===== config.mk =====
export PLATFORM = sky130hd
export DESIGN_NAME = edc_ctrl
export DESIGN_NICKNAME = d
export VERILOG_FILES = /design/src/edc_pkg.sv /design/src/edc_fifo.sv /design/src/edc_ctrl.sv
export VERILOG_INCLUDE_DIRS = /design/src
export SDC_FILE = /design/constraint.sdc
export NUM_CORES = 1
export LEC_CHECK = 0
export ABC_AREA = 1
export BUFFER_PORTS_ARGS = -buffer_cell sky130_fd_sc_hd__buf_2
export CAP_MARGIN = 20
export CELL_PAD_IN_SITES_DETAIL_PLACEMENT = 1
export CELL_PAD_IN_SITES_GLOBAL_PLACEMENT = 1
export CORE_MARGIN = 5
export CORE_UTILIZATION = 47
export DETAILED_ROUTE_END_ITERATION = 8
export PLACE_DENSITY = 0.76
export SLEW_MARGIN = 5
export SYNTH_ARGS = -nofsm -noshare
export SYNTH_HDL_FRONTEND = slang
export SYNTH_SLANG_ARGS = --single-unit

===== constraint.sdc =====
create_clock -name sys_clk -period 2.9 [get_ports sys_clk]
set_input_delay 0.58 -clock sys_clk [delete_from_list [all_inputs] [get_ports sys_clk]]
set_output_delay 0.58 -clock sys_clk [all_outputs]
set_load 0.05 [all_outputs]

===== src/edc_map.svh =====
// Constants for the page-mode dynamic memory controller.
`ifndef EDC_MAP_SVH
`define EDC_MAP_SVH
`define EDC_CLK_PERIOD_NS 10
`define EDC_T_POWERUP_NS 200000
`define EDC_T_REFRESH_NS 4000000
`define EDC_REFRESH_ROWS 256
// Cycle counts derived from the times above; the power-up count rounds up, the refresh gap rounds down.
`define EDC_POWERUP_CYC ((`EDC_T_POWERUP_NS + `EDC_CLK_PERIOD_NS - 1) / `EDC_CLK_PERIOD_NS)
`define EDC_REFRESH_GAP_CYC (`EDC_T_REFRESH_NS / `EDC_REFRESH_ROWS / `EDC_CLK_PERIOD_NS)
`define EDC_WAKE_CYCLES 8
`define EDC_RAS_ACTIVE_CYC 5
`define EDC_PRECHARGE_CYC 3
`define EDC_CAS_CYC 2
`define EDC_ROW_BITS 8
`define EDC_FIFO_DEPTH 16
`endif


===== src/edc_pkg.sv =====
// Types shared by the page-mode dynamic memory controller.
`default_nettype none
package edc_pkg;
  typedef enum logic [1:0] {
    EDC_OP_READ,
    EDC_OP_WRITE,
    EDC_OP_RMW
  } edc_op_e;
  typedef enum {
    EDC_ST_POWERUP,
    EDC_ST_IDLE,
    EDC_ST_ROW,
    EDC_ST_COL,
    EDC_ST_RMW_WR,
    EDC_ST_COL_UP,
    EDC_ST_CBR_CAS,
    EDC_ST_CBR_RAS,
    EDC_ST_CLOSE,
    EDC_ST_PRECHARGE
  } edc_state_e;
  typedef logic [15:0] edc_word_t;
endpackage : edc_pkg
`default_nettype wire


===== src/edc_fifo.sv =====
// Parameterised valid/ready FIFO for the read data path.
`default_nettype none
module edc_fifo #(
  parameter int WIDTH = 16,
  parameter int DEPTH = 16
) (
  input wire logic sys_clk,
  input wire logic reset,
  input wire logic in_valid,
  output logic in_ready,
  input wire logic [WIDTH-1:0] in_data,
  output logic out_valid,
  input wire logic out_ready,
  output logic [WIDTH-1:0] out_data
);
  localparam int AW = $clog2(DEPTH);
  logic [WIDTH-1:0] mem_r [DEPTH];
  logic [AW-1:0] wr_ptr_r;
  logic [AW-1:0] rd_ptr_r;
  logic [AW:0] count_r;
  logic push;
  logic pop;

  // Full and empty come straight from the occupancy count.
  assign in_ready = (count_r != (AW+1)'(DEPTH));
  assign out_valid = (count_r != '0);
  assign out_data = mem_r[rd_ptr_r];
  assign push = in_valid && in_ready;
  assign pop = out_valid && out_ready;

  // Storage is written only on an accepted push.
  always_ff @(posedge sys_clk) begin
    if (push) begin
      mem_r[wr_ptr_r] <= in_data;
    end
  end

  // Pointers wrap at the depth, which need not be a power of two.
  always_ff @(posedge sys_clk) begin
    if (reset) begin
      wr_ptr_r <= '0;
      rd_ptr_r <= '0;
      count_r <= '0;
    end else begin
      if (push) begin
        wr_ptr_r <= (wr_ptr_r == AW'(DEPTH - 1)) ? '0 : wr_ptr_r + AW'(1);
      end
      if (pop) begin
        rd_ptr_r <= (rd_ptr_r == AW'(DEPTH - 1)) ? '0 : rd_ptr_r + AW'(1);
      end
      count_r <= count_r + (AW+1)'(push) - (AW+1)'(pop);
    end
  end
endmodule : edc_fifo
`default_nettype wire


===== src/edc_ctrl.sv =====
// Controller that drives a page-mode asynchronous dynamic memory by pins.
`include "edc_map.svh"
`default_nettype none
module edc_ctrl #(
  parameter int POWERUP_CYC = `EDC_POWERUP_CYC,
  parameter int REFRESH_GAP_CYC = `EDC_REFRESH_GAP_CYC
) (
  input wire logic sys_clk,
  input wire logic reset,
  input wire logic req_valid,
  output logic req_ready,
  input wire logic [1:0] req_op,
  input wire logic [15:0] req_addr,
  input wire logic [1:0] req_byte_en,
  input wire logic [15:0] req_wdata,
  output logic rsp_valid,
  input wire logic rsp_ready,
  output logic [15:0] rsp_data,
  output logic init_done,
  output logic row_strobe_n,
  output logic lower_column_strobe_n,
  output logic upper_column_strobe_n,
  output logic write_enable_n,
  output logic output_enable_n,
  output logic [7:0] mux_address,
  input wire logic [15:0] data_lines_in,
  output logic [15:0] data_lines_out,
  output logic [15:0] data_lines_oe
);
  edc_pkg::edc_state_e state_r;
  logic [17:0] timer_r;
  logic [17:0] refresh_cnt_r;
  logic refresh_due_r;
  logic overrun_r;
  logic [3:0] wake_cnt_r;
  logic [7:0] open_row_r;
  logic row_open_r;
  logic [1:0] op_r;
  logic [7:0] col_r;
  logic [1:0] be_r;
  logic [15:0] wdata_r;
  logic fifo_in_valid;
  logic fifo_in_ready;
  logic fifo_out_valid;
  logic fifo_out_ready;
  logic [15:0] fifo_out_data;

  // Page hit: same row while a row is still held open.
  function automatic logic page_hit(input logic [15:0] addr,
                                    input logic [7:0] row,
                                    input logic open);
    page_hit = open && (addr[15:8] == row);
  endfunction : page_hit

  // Read data is captured into the FIFO at the end of the column phase.
  assign fifo_in_valid = (state_r == edc_pkg::EDC_ST_COL) && (timer_r == '0)
                         && (op_r != 2'(edc_pkg::EDC_OP_WRITE));

  edc_fifo #(.WIDTH(16), .DEPTH(`EDC_FIFO_DEPTH)) u_fifo (
    .sys_clk(sys_clk),
    .reset(reset),
    .in_valid(fifo_in_valid),
    .in_ready(fifo_in_ready),
    .in_data(data_lines_in),
    .out_valid(fifo_out_valid),
    .out_ready(fifo_out_ready),
    .out_data(fifo_out_data)
  );

  // The head leaves the FIFO only when the output stage can take it.
  assign fifo_out_ready = !rsp_valid || rsp_ready;

  // Registered copies of the FIFO head keep the outputs flop-driven.
  always_ff @(posedge sys_clk) begin
    if (reset) begin
      rsp_valid <= 1'b0;
      rsp_data <= 16'h0000;
    end else if (fifo_out_ready) begin
      rsp_valid <= fifo_out_valid;
      rsp_data <= fifo_out_data;
    end
  end

  // Refresh interval timer; a missed slot marks an overrun.
  always_ff @(posedge sys_clk) begin
    if (reset) begin
      refresh_cnt_r <= '0;
      refresh_due_r <= 1'b0;
      overrun_r <= 1'b0;
    end else begin
      // Clear comes first so a new slot in the same cycle wins.
      if (state_r == edc_pkg::EDC_ST_CBR_RAS && timer_r == '0) begin
        refresh_due_r <= 1'b0;
      end
      if (refresh_cnt_r >= 18'(REFRESH_GAP_CYC - 1)) begin
        refresh_cnt_r <= '0;
        refresh_due_r <= 1'b1;
        if (refresh_due_r && init_done) begin
          overrun_r <= 1'b1;
        end
      end else begin
        refresh_cnt_r <= refresh_cnt_r + 18'(1);
      end
      if (state_r == edc_pkg::EDC_ST_POWERUP) begin
        overrun_r <= 1'b0;
      end
    end
  end

  // Main sequencer.  Every request is a full row cycle unless it hits the
  // open row, in which case only a new column is strobed.
  always_ff @(posedge sys_clk) begin
    if (reset) begin
      state_r <= edc_pkg::EDC_ST_POWERUP;
      timer_r <= 18'(POWERUP_CYC);
      wake_cnt_r <= 4'h0;
      init_done <= 1'b0;
      req_ready <= 1'b0;
      row_strobe_n <= 1'b1;
      lower_column_strobe_n <= 1'b1;
      upper_column_strobe_n <= 1'b1;
      write_enable_n <= 1'b1;
      output_enable_n <= 1'b1;
      mux_address <= 8'h00;
      data_lines_out <= 16'h0000;
      data_lines_oe <= 16'h0000;
      open_row_r <= 8'h00;
      row_open_r <= 1'b0;
      op_r <= 2'h0;
      col_r <= 8'h00;
      be_r <= 2'h0;
      wdata_r <= 16'h0000;
    end else begin
      req_ready <= 1'b0;
      if (timer_r != '0) begin
        timer_r <= timer_r - 18'(1);
      end
      case (state_r)
        edc_pkg::EDC_ST_POWERUP: begin
          // Pause, then eight row-only wake-up cycles.
          if (timer_r == '0) begin
            if (wake_cnt_r == 4'(`EDC_WAKE_CYCLES)) begin
              init_done <= 1'b1;
              state_r <= edc_pkg::EDC_ST_IDLE;
            end else begin
              row_strobe_n <= 1'b0;
              mux_address <= 8'(wake_cnt_r);
              wake_cnt_r <= wake_cnt_r + 4'h1;
              timer_r <= 18'(`EDC_RAS_ACTIVE_CYC);
              state_r <= edc_pkg::EDC_ST_CLOSE;
            end
          end
        end
        edc_pkg::EDC_ST_IDLE: begin
          if (overrun_r) begin
            init_done <= 1'b0;
            wake_cnt_r <= 4'h0;
            row_open_r <= 1'b0;
            row_strobe_n <= 1'b1;
            timer_r <= 18'(`EDC_PRECHARGE_CYC);
            state_r <= edc_pkg::EDC_ST_POWERUP;
          end else if (refresh_due_r) begin
            if (row_open_r) begin
              row_strobe_n <= 1'b1;
              row_open_r <= 1'b0;
              timer_r <= 18'(`EDC_PRECHARGE_CYC);
              state_r <= edc_pkg::EDC_ST_PRECHARGE;
            end else begin
              // Column strobes fall first for a counter refresh.
              lower_column_strobe_n <= 1'b0;
              upper_column_strobe_n <= 1'b0;
              data_lines_oe <= 16'h0000;
              timer_r <= 18'(1);
              state_r <= edc_pkg::EDC_ST_CBR_CAS;
            end
          end else if (req_valid && fifo_in_ready && !req_ready) begin
            req_ready <= 1'b1;
            op_r <= req_op;
            col_r <= req_addr[7:0];
            be_r <= req_byte_en;
            wdata_r <= req_wdata;
            if (page_hit(req_addr, open_row_r, row_open_r)) begin
              timer_r <= '0;
              state_r <= edc_pkg::EDC_ST_ROW;
            end else if (row_open_r) begin
              // Miss: close the row; the request stays waiting untaken.
              req_ready <= 1'b0;
              row_strobe_n <= 1'b1;
              row_open_r <= 1'b0;
              timer_r <= 18'(`EDC_PRECHARGE_CYC);
              state_r <= edc_pkg::EDC_ST_PRECHARGE;
            end else begin
              mux_address <= req_addr[15:8];
              row_strobe_n <= 1'b0;
              open_row_r <= req_addr[15:8];
              row_open_r <= 1'b1;
              timer_r <= 18'(1);
              state_r <= edc_pkg::EDC_ST_ROW;
            end
          end
        end
        edc_pkg::EDC_ST_PRECHARGE: begin
          // A row miss is taken after precharge as a fresh row cycle.
          if (timer_r == '0) begin
            state_r <= edc_pkg::EDC_ST_IDLE;
          end
        end
        edc_pkg::EDC_ST_ROW: begin
          if (timer_r == '0) begin
            mux_address <= col_r;
            write_enable_n <= (op_r != 2'(edc_pkg::EDC_OP_WRITE));
            output_enable_n <= (op_r == 2'(edc_pkg::EDC_OP_WRITE));
            data_lines_out <= wdata_r;
            data_lines_oe <= (op_r == 2'(edc_pkg::EDC_OP_WRITE)) ?
                             {{8{be_r[1]}}, {8{be_r[0]}}} : 16'h0000;
            lower_column_strobe_n <= !be_r[0];
            upper_column_strobe_n <= !be_r[1];
            timer_r <= 18'(`EDC_CAS_CYC);
            state_r <= edc_pkg::EDC_ST_COL;
          end
        end
        edc_pkg::EDC_ST_COL: begin
          if (timer_r == '0) begin
            if (op_r == 2'(edc_pkg::EDC_OP_RMW)) begin
              // Output enable goes high before write enable falls.
              output_enable_n <= 1'b1;
              data_lines_out <= wdata_r;
              data_lines_oe <= {{8{be_r[1]}}, {8{be_r[0]}}};
              timer_r <= 18'(1);
              state_r <= edc_pkg::EDC_ST_RMW_WR;
            end else begin
              lower_column_strobe_n <= 1'b1;
              upper_column_strobe_n <= 1'b1;
              timer_r <= 18'(1);
              state_r <= edc_pkg::EDC_ST_COL_UP;
            end
          end
        end
        edc_pkg::EDC_ST_RMW_WR: begin
          write_enable_n <= 1'b0;
          if (timer_r == '0) begin
            lower_column_strobe_n <= 1'b1;
            upper_column_strobe_n <= 1'b1;
            timer_r <= 18'(1);
            state_r <= edc_pkg::EDC_ST_COL_UP;
          end
        end
        edc_pkg::EDC_ST_COL_UP: begin
          // Row stays open so the next access can be a page hit.
          if (timer_r == '0) begin
            write_enable_n <= 1'b1;
            output_enable_n <= 1'b1;
            data_lines_oe <= 16'h0000;
            op_r <= 2'h3;
            state_r <= edc_pkg::EDC_ST_IDLE;
          end
        end
        edc_pkg::EDC_ST_CBR_CAS: begin
          if (timer_r == '0) begin
            row_strobe_n <= 1'b0;
            timer_r <= 18'(`EDC_RAS_ACTIVE_CYC);
            state_r <= edc_pkg::EDC_ST_CBR_RAS;
          end
        end
        edc_pkg::EDC_ST_CBR_RAS: begin
          if (timer_r == '0) begin
            lower_column_strobe_n <= 1'b1;
            upper_column_strobe_n <= 1'b1;
            row_strobe_n <= 1'b1;
            timer_r <= 18'(`EDC_PRECHARGE_CYC);
            state_r <= edc_pkg::EDC_ST_PRECHARGE;
          end
        end
        edc_pkg::EDC_ST_CLOSE: begin
          // Row active time is held before the strobe rises.
          if (timer_r == '0) begin
            row_strobe_n <= 1'b1;
            timer_r <= 18'(`EDC_PRECHARGE_CYC);
            state_r <= edc_pkg::EDC_ST_POWERUP;
          end
        end
        default: begin
          state_r <= edc_pkg::EDC_ST_IDLE;
        end
      endcase
    end
  end
endmodule : edc_ctrl
`default_nettype wire


# --- Word-level counts from Yosys, hierarchy flattened ---
# Memory sizes are Yosys's and may differ from the RTL's. A register that Yosys moved wholly into a read port is not among the register bits.
# Index checks and enable logic that the tools add are counted.
# Widths: inputs -> output; s select.
classes:
  n_addsub: 7
  order_cmp: 1
  eq_ne: 45
  mux: 103
  bitwise: 6
  n_reduce_logical: 52
op_table:
  columns: ["cell", "n"]
  rows:
  - ["$mux 32", 11]
  - ["$pmux 32 s9", 1]
  - ["$mux 18", 10]
  - ["$mux 16", 11]
  - ["$eq 32x3->1 const B", 5]
  - ["$pmux 18 s6", 1]
  - ["$eq 32x4->1 const B", 3]
  - ["$eq 32x2->1 const B", 2]
  - ["$logic_not 32->1", 2]
  - ["$mux 8", 8]
  - ["$pmux 16 s4", 1]
  - ["$ne 2x2->1 const B", 19]
  - ["$mux 4", 9]
  - ["$mux 1", 35]
  - ["$eq 32x1->1 const B", 1]
  - ["$pmux 16 s2", 1]
  - ["$pmux 8 s3", 1]
  - ["$reduce_and 8->1", 3]
  - ["$add 18x1->18 const B", 1]
  - ["$ge 18x11->1 const B", 1]
  - ["$logic_not 18->1", 1]
  - ["$reduce_and 9->1", 2]
  - ["$reduce_bool 18->1", 1]
  - ["$sub 18x1->18 const B", 1]
  - ["32 further kinds", 83]
word_totals:
  reg_bits: 172
  mem_bits_rw: 256
  in_bits: 56
  output_inout_bits: 64
  n_memories: 1
memory_table:
  columns: ["memory", "words", "word_bits", "read_ports", "rd_clocked_by_memory_dff", "write_ports", "line_no", "source"]
  rows:
  - ["u_fifo.mem_r", 16, 16, 1, 1, 1, "edc_fifo.sv:17", "logic [WIDTH-1:0] mem_r [DEPTH];"]

# --- Logic depth before layout (Yosys ltp) ---
# Gate-level depths: netlist of the first run.
depth:
  ltp_word: 7
  ltp_mapped: 15
  mapped_depth_nobuf: 15

# --- By module ---
# A second synthesis of the first run with hierarchy kept.
hier_totals:
  cells_unflattened: 1934
  hier_area_um2: 17843.4
by_module_without_submodules:
  columns: ["module", "instances", "cells_per_inst", "area_each_um2", "seq_area_each_um2"]
  rows:
  - ["edc_fifo", 1, 1085, 11632.4, 8027.7]
  - ["edc_ctrl", 1, 849, 6211.0, 2662.6]

# --- Least setup slack after synthesis of the first run ---
# Ideal clock, no wire load.
synth_path:
  kind: "reg-to-reg"
  startpoint: "register timer_r[0]"
  endpoint: "memory u_fifo.mem_r[11][0], enable pin"
  t_arrival_ns: 2.209
  slack_ns: 0.303
  stages_incl_launch_ff: 13
  n_path_buf: 0
  period_less_slack_ns: 2.597
  cell_sequence: "dfxtp_1 > inv_1 > ha_1 > nand3_1 > nor2_1 > nand3_4 > inv_2 > nand2_2 > inv_2 > nand2_1 > inv_1 > nand2_1 > nor2_1"
synth_via:
  elab_chain_len: 6
synth_rtl:
  columns: ["element", "line_no", "source"]
  rows:
  - ["start: declaration", "edc_ctrl.sv:31", "logic [17:0] timer_r;"]
  - ["start signal: assignment", "edc_ctrl.sv:115", "timer_r <= 18'(POWERUP_CYC);"]
  - ["start signal: assignment", "edc_ctrl.sv:136", "timer_r <= timer_r - 18'(1);"]
  - ["start signal: assignment", "edc_ctrl.sv:149", "timer_r <= 18'(`EDC_RAS_ACTIVE_CYC);"]
  - ["$logic_not 18->1", "edc_ctrl.sv:56", "assign fifo_in_valid = (state_r == edc_pkg::EDC_ST_COL) && (timer_r == '0)"]
  - ["$logic_and 1x1->1", "edc_ctrl.sv:56", null]
  - ["$logic_and 1x1->1", "edc_ctrl.sv:57", "&& (op_r != 2'(edc_pkg::EDC_OP_WRITE));"]
  - ["$logic_and 1x1->1", "edc_fifo.sv:28", "assign push = in_valid && in_ready;"]
  - ["$mux 1", "edc_fifo.sv:33", "if (push) begin"]
  - ["$mux 1 (implied by the code)", "edc_fifo.sv:34", "mem_r[wr_ptr_r] <= in_data;"]
  - ["end: declaration", "edc_fifo.sv:17", null]
# No other way between the ends.

# --- Worst setup path in the final report of the first run ---
layout_path:
  startpoint: "register timer_r[0]"
  endpoint: "memory u_fifo.mem_r[15][10], enable pin"
# The elaborated chain is that of the path after synthesis.

==> results of run 1 <==
[flip-flops by register name (all words and copies together) (netlist names), 4 cells and up]
| register | count |
|---|---|
| u_fifo.mem_r | 256 |
| refresh_cnt_r | 18 |
| timer_r | 18 |
| data_lines_out | 16 |
| rsp_data | 16 |
| wdata_r | 16 |
| col_r | 8 |
| mux_address | 8 |
| open_row_r | 8 |
| u_fifo.count_r | 5 |
| state_r | 4 |
| u_fifo.rd_ptr_r | 4 |
| u_fifo.wr_ptr_r | 4 |
| wake_cnt_r | 4 |
[through the flow]
step           cells  setup WS (ns)  total power, mW  utilization, %  hold WS [ns]
4_1_cts         2251         0.3390            17.06           54.20        0.2709
3_3_place_gp    2171         0.3148            11.50           50.28        0.4297
2_1_floorplan   1648         0.3029            10.38               -        0.4257
3_5_place_dp    2173         0.2826            11.72           50.39        0.4358
5_1_grt         2252         0.1024            17.85           54.24        0.2837
6_report        2253         0.3521            16.94           54.25        0.2892
[placed cells by master, fill, tap and decap left out, types with 5 or more instances in the layout]
cell type,n
a21oi_1,84
a41oi_1,11
buf_2,119
buf_4,34
clkbuf_1,13
clkbuf_16,42
clkinv_1,8
clkinv_2,10
conb_1,7
dfxtp_1,144
edfxtp_1,256
ha_1,20
inv_1,118
inv_2,7
nand2_1,176
nand2_2,6
nand3_1,48
nand4_1,10
nor2_1,272
nor2_2,13
nor2_4,5
nor3_1,13
o211ai_1,9
o21ai_0,226
o221ai_1,27
o22ai_1,44
xnor2_1,9
xor2_1,14
[area by class of cell]
type | instances | area share [%]
clock buffer | 56 | 5.813
timing repair buffer | 159 | 5.036
multi-input combinational | 1022 | 26.94
antenna | 1 | 0.01306
tap | 461 | 3.011
inverter | 130 | 2.554
clock inverter | 22 | 1.215
sequential | 402 | 55.41
[kinds of logic after synthesis]
group                    Yosys count
AND/OR/NAND/NOR                  558
buffers and inverters            224
other                              1
XOR/XNOR                          23
adder cells (fa/ha/maj)           21
flip-flops                       402
AO/OA/AOI/OAI                    413
[how the worst min path moves through the flow]
stage | cells after the start | slack [ns] | end
final | 3 | 0.29 | wdata_r[0]
after detailed placement | 2 | 0.44 | data_lines_out[10]
after floorplan | 2 | 0.43 | refresh_cnt_r[10]
after CTS | 3 | 0.27 | wdata_r[0]
after global routing | 3 | 0.28 | wdata_r[0]
after global placement | 2 | 0.43 | data_lines_out[4]
[layer usage]
metal	share of wire, %	vias to the layer above	routed length (µm)
li1	-	5911	-
met1	43	6350	20200
met2	49	375	23030
met3	6.3	63	2951
met4	2.0	2	950
met5	0.023	-	11
[critical path, stage by stage, from the launching register on]
cell,delay (ns)
dfxtp_1,0.34
inv_1,0.20
ha_1,0.23
nand3_1,0.09
nor2_1,0.18
nand3_4,0.11
inv_2,0.08
nand2_2,0.08
inv_2,0.13
nand2_1,0.13
inv_1,0.10
nand3_1,0.07
inv_1,0.31
buf_12,0.20
[power by group through the flow]
stage               Sequential (mW)  Clock [mW]  Combinational, mW
detailed placement             6.80           0               4.92
finish                         6.69        5.29               4.96
CTS                            6.69        5.39               4.98
global route                   6.73        5.66               5.46
global placement               6.78           0               4.71
floorplan                      7.23           0               3.16
==> impl_metrics.tcl, run 1 <==
set metrics [dict create \
    status "finished clean" \
    multi_input_area_mm2 0.005161 \
    synth-xor-area-share_pct 1.209 \
    maxSlewViolCount 0 \
    p_leak_nw 7.110 \
    clkSinkCount 402 \
    path_max_fanout 13 \
    routed_wl_um 47150 \
    io_buffers 119 \
    finalSetupTns_ns 0 \
    post_cts_buffers 0 \
    syn2layout_area_growth_pct 14.92 \
    netlist_area_mm2 0.01667 \
    first_pass_iters 5 \
    core_mm2 0.03531 \
    max_freq_mhz 392.5 \
    grt_max_degree 132 \
    clk_latency_ns 0.57 \
    gr-usage-met3_pct 4.152 \
    critical_path_class "flop to flop" \
    nets 1834 \
    grt_first_pass_wirelength_um 73870 \
    period_minus_slack_ns 2.548 \
    power.switching_mw 6.152 \
    post-route-period-util_pct 87.86 \
    endpoint_kind "flop" \
    cts_resized 0 \
    yosysWarnings 0 \
    antenna_found_initial 1 \
    clkTransAtPathRegs_ns 0.06 \
    fillers 3868 \
    gp_congestion 0.8459 \
    synth_flop_cell "edfxtp_1" \
    dp_hpwl_um 31280 \
    finClkSkew_ns 0.03388 \
    slew_headroom_pct 48.07 \
    synth_edf_count 256 \
    drive_gt1_share_pct 14.57 \
    synthSimpleGateAreaFrac_pct 14.00 \
    clk_path_buf_depth 3 \
    worstPathArrival_ns 2.81 \
    design_area_mm2 0.01916 \
    synth_common_cells "281 x nor2_1, 256 x edfxtp_1, 226 x o21ai_0" \
    wire_per_inst_um 20.93 \
    p_int_mw 10.79 \
    yosysSeqAreaShare_pct 63.65 \
    gr-usage-met2_pct 39.96 \
    ios 120 \
    clockPowerShare_pct 31.2 \
    synth_compound_area_share_pct 13.84 \
    htree_levels 2 \
    cp.required_ns 3.16 \
    switching_share_pct 36.32 \
    fp.dieW_um 198.3 \
    cts_tree "yes" \
    synth_top_area_cell "edfxtp_1" \
    seqPwrFrac_pct 39.5 \
    rr_endpoint "u_fifo.mem_r[15][10]" \
    crit_start "timer_r[0]" \
    synthArstFlopShare_pct 0 \
    ys_ff_latch 402 \
    hold_buffers 0 \
    first_iter_violations 1034 \
    hold_viol 0 \
    rr_startpoint "timer_r[0]" \
    power_density_mw_per_mm2 884.3 \
    grt_util_met1_pct 32.53 \
    dieArea_mm2 0.03933 \
    syn-instance-count 1642 \
    rows 69 \
    r2r_slack_ns 0.35 \
    first_global_vias 13250 \
    synth.area.top_cells "edfxtp_1 46%, dfxtp_1 18%, o21ai_0 6.8%" \
    max-vdd-ir-drop_mv 0.5476 \
    cp-endpoint "u_fifo.mem_r[15][10]" \
    yosys.area_share.adder_pct 1.621 \
    regArea_mm2 0.01062 \
    yosysMostFrequentCell "nor2_1" \
    busiest_layer "met2" \
    setup_viol 0 \
    synth.area.mux_share_pct 0 \
    tightest_slew_ns 0.7789 \
    die_h_um 198.3 \
    grt-ovfl-total 0 \
    ant_nets 0 \
    synth_top_family_by_area "simple AND/OR/NAND/NOR gates" \
    ys_types 45 \
    reg2regPathDepth 13 \
    start_util_pct 47.21 \
    num_vias 12701 \
    synth.top_cell.area_share_pct 46.12 \
    postPlaceCellArea_mm2 0.01779 \
    crit_path_start_kind "flop" \
    rsz0062_at_grt "no" \
    drv_cap 0 \
    avgSynthCellArea_um2 10.15 \
    drc_errors 0 \
    clockRootBuffer "clkbuf_16" \
    comb_power_share_pct 29.3 \
    numCtsBuffers 42 \
    worstHoldStart "req_wdata[0]" \
    hold_class "input port to flop" \
    vias_per_cell 5.637 \
    grt_usage_pct 23.86 \
]
Power figures use the tool's default switching activity.
==> run 2, diff against run 1 <==
--- a/config.mk
+++ b/config.mk
@@ -11,6 +11,7 @@
 export CAP_MARGIN = 20
 export CELL_PAD_IN_SITES_DETAIL_PLACEMENT = 1
 export CELL_PAD_IN_SITES_GLOBAL_PLACEMENT = 1
+export CORE_ASPECT_RATIO = 2
 export CORE_MARGIN = 5
 export CORE_UTILIZATION = 47
 export DETAILED_ROUTE_END_ITERATION = 8
==> run 2 against run 1 <==
  * Power fell by 0.37%
  * First-iteration DRC count fell by 29%
  * Register-to-register slack got worse by 0.14 ns
  * Critical path depth did not move
  * Clock-buffer cell count fell by 6
  * Cell area fell by 0.26%
  * Sequential power rose by 0.6%
  * Via count fell by 0.24%
  * Largest cell class unchanged
  * Largest power group unchanged
==> impl_metrics.tcl, run 2 (synthesis results as in run 1) <==
set metrics [dict create \
    slew_headroom_pct 56.16 \
    path_common_cell "inv_1" \
    rsz0062_at_grt "no" \
    grt_first_pass_wirelength_um 75910 \
    finalSetupTns_ns 0 \
    antenna_found_initial 4 \
    wire_per_inst_um 22.46 \
    cp_slowest_cell "dfxtp_1" \
    stdcell_count 2231 \
    status "finished clean" \
    drc_errors 0 \
    syn2layout_area_growth_pct 14.62 \
    die_h_um 276.3 \
    drive_gt1_share_pct 15.26 \
    clkTransAtPathRegs_ns 0.07 \
    max_freq_mhz 371.9 \
    grt_usage_pct 24.98 \
    critPathMaxStageDelay_ns 0.35 \
    clk_latency_ns 0.55 \
    postPlaceCellArea_mm2 0.01781 \
    htree_levels 2 \
    dpl.cell_count 2160 \
    crit_path_start_kind "flop" \
    ant_nets 0 \
    largest_reg_flops 256 \
    cts_tree "yes" \
    ios 120 \
    maxSlewViolCount 0 \
    gp_congestion 0.9605 \
    largestRegisters "u_fifo.mem_r (256), refresh_cnt_r (18), timer_r (18)" \
    start_util_pct 47.52 \
    hold_class "input port to flop" \
    design_area_mm2 0.01911 \
    first_pass_iters 7 \
    total_power_mw 16.88 \
    numCtsBuffers 37 \
    setup_viol 0 \
    worstHoldStart "req_wdata[11]" \
    dp_hpwl_um 34270 \
    p_leak_nw 7.107 \
    clkSinkCount 402 \
    period_minus_slack_ns 2.689 \
    num_vias 12671 \
    rr_startpoint "timer_r[0]" \
    hold_buffers 0 \
    clockRootBuffer "clkbuf_16" \
    routed_wl_um 50110 \
    worstPathArrival_ns 2.92 \
    rows 97 \
    core_mm2 0.03507 \
    first_global_vias 13821 \
    crit_start "timer_r[0]" \
    critical_path_class "flop to flop" \
    drv_cap 0 \
    layout_commonest_cell "nor2_1" \
    most-common-layout-cells "266 x nor2_1, 256 x edfxtp_1, 226 x o21ai_0, 176 x nand2_1, 144 x dfxtp_1" \
    dieArea_mm2 0.03956 \
    grt-ovfl-total 0 \
    fp.dieW_um 143.2 \
    io_buffers 119 \
    clk_path_buf_depth 3 \
    nets 1831 \
    max-vdd-ir-drop_mv 0.6627 \
    first_iter_violations 731 \
    path_cells "inv_1, ha_1, nand3_1, nor2_1, nand3_4, inv_2, nand2_2, inv_2, nand2_1, inv_1, nand3_1, inv_1, buf_6" \
    finClkSkew_ns 0.01532 \
    post-route-period-util_pct 92.71 \
    fillers 3906 \
    largest-register "u_fifo.mem_r" \
    tightest_slew_ns 0.6576 \
    path_max_fanout 16 \
    grt_max_degree 132 \
    power_density_mw_per_mm2 883.4 \
    endpoint_kind "flop" \
    cp.required_ns 3.13 \
    vias_per_cell 5.680 \
    hold_viol 0 \
]
run 2: cell count changes in the layout (fill, tap and decap cells not counted), moves of 4 or more:
cell | before | now
nor2_1 | 272 | 266
clkinv_1 | 8 | 4
clkbuf_1 | 13 | 3
clkbuf_8 | 1 | 6
nor2_2 | 13 | 19
run 2: metrics by stage:
step | setup WS [ns] | hold WS (ns) | utilization, %
2_1_floorplan | 0.3029 | 0.4257 | -
3_3_place_gp | 0.2867 | 0.4315 | 50.77
4_1_cts | 0.08483 | 0.2727 | 54.42
3_5_place_dp | 0.1029 | 0.4380 | 50.77
6_report | 0.2113 | 0.2920 | 54.47
5_1_grt | 0.01589 | 0.3011 | 54.47
run 2: final timing paths:
kind,end,slack (ns),cells past startpoint
worst max-delay path,u_fifo.mem_r[15][12],0.21,13
worst min-delay path,wdata_r[11],0.29,3
worst max register to register,u_fifo.mem_r[15][12],0.21,13
worst min register to register,data_lines_out[11],0.45,2
run 2: routing by layer:
metal	track usage, %	share of wire, %	vias to the layer above
met1	24.32	33	6265
li1	-	-	5898
met4	15.25	6.8	0
met2	48.18	56	344
met5	0	0	-
met3	3.026	3.7	164
run 2: area by class of cell:
| cell class | instances | area [µm²] | share of cell area, % |
|---|---|---|---|
| diodes | 3 | 7.507 | 0.03929 |
| clock buffers | 50 | 1100 | 5.756 |
| flip-flops and latches | 402 | 10620 | 55.56 |
| well taps | 445 | 556.8 | 2.914 |
| multi-input cells | 1022 | 5176 | 27.09 |
| repair buffers | 161 | 980.9 | 5.134 |
| clock inverters | 18 | 180.2 | 0.9430 |
| inverters | 130 | 489.2 | 2.561 |
run 2: power by group:
part / internal [mW] / leakage, nW / switching, mW
registers: 6.42 / 3.49 / 0.317
clock network: 2.95 / 0.637 / 2.20
logic: 1.37 / 2.98 / 3.63
total: 10.7 / 7.11 / 6.14
run 2: repair_timing:
item / 4_1_cts / 5_1_grt
endpoints found under the setup margin: 0 / 47
buffers inserted: 0 / 0
gates resized for setup: 0 / 3
run 2: critical path, delay by kind of cell (launching register included):
kind / cells / cell delay (ns)
and+or+nand+nor: 6 / 0.82
adders and majority gates: 1 / 0.20
buffers and inverters: 6 / 0.98
DFF: 1 / 0.35
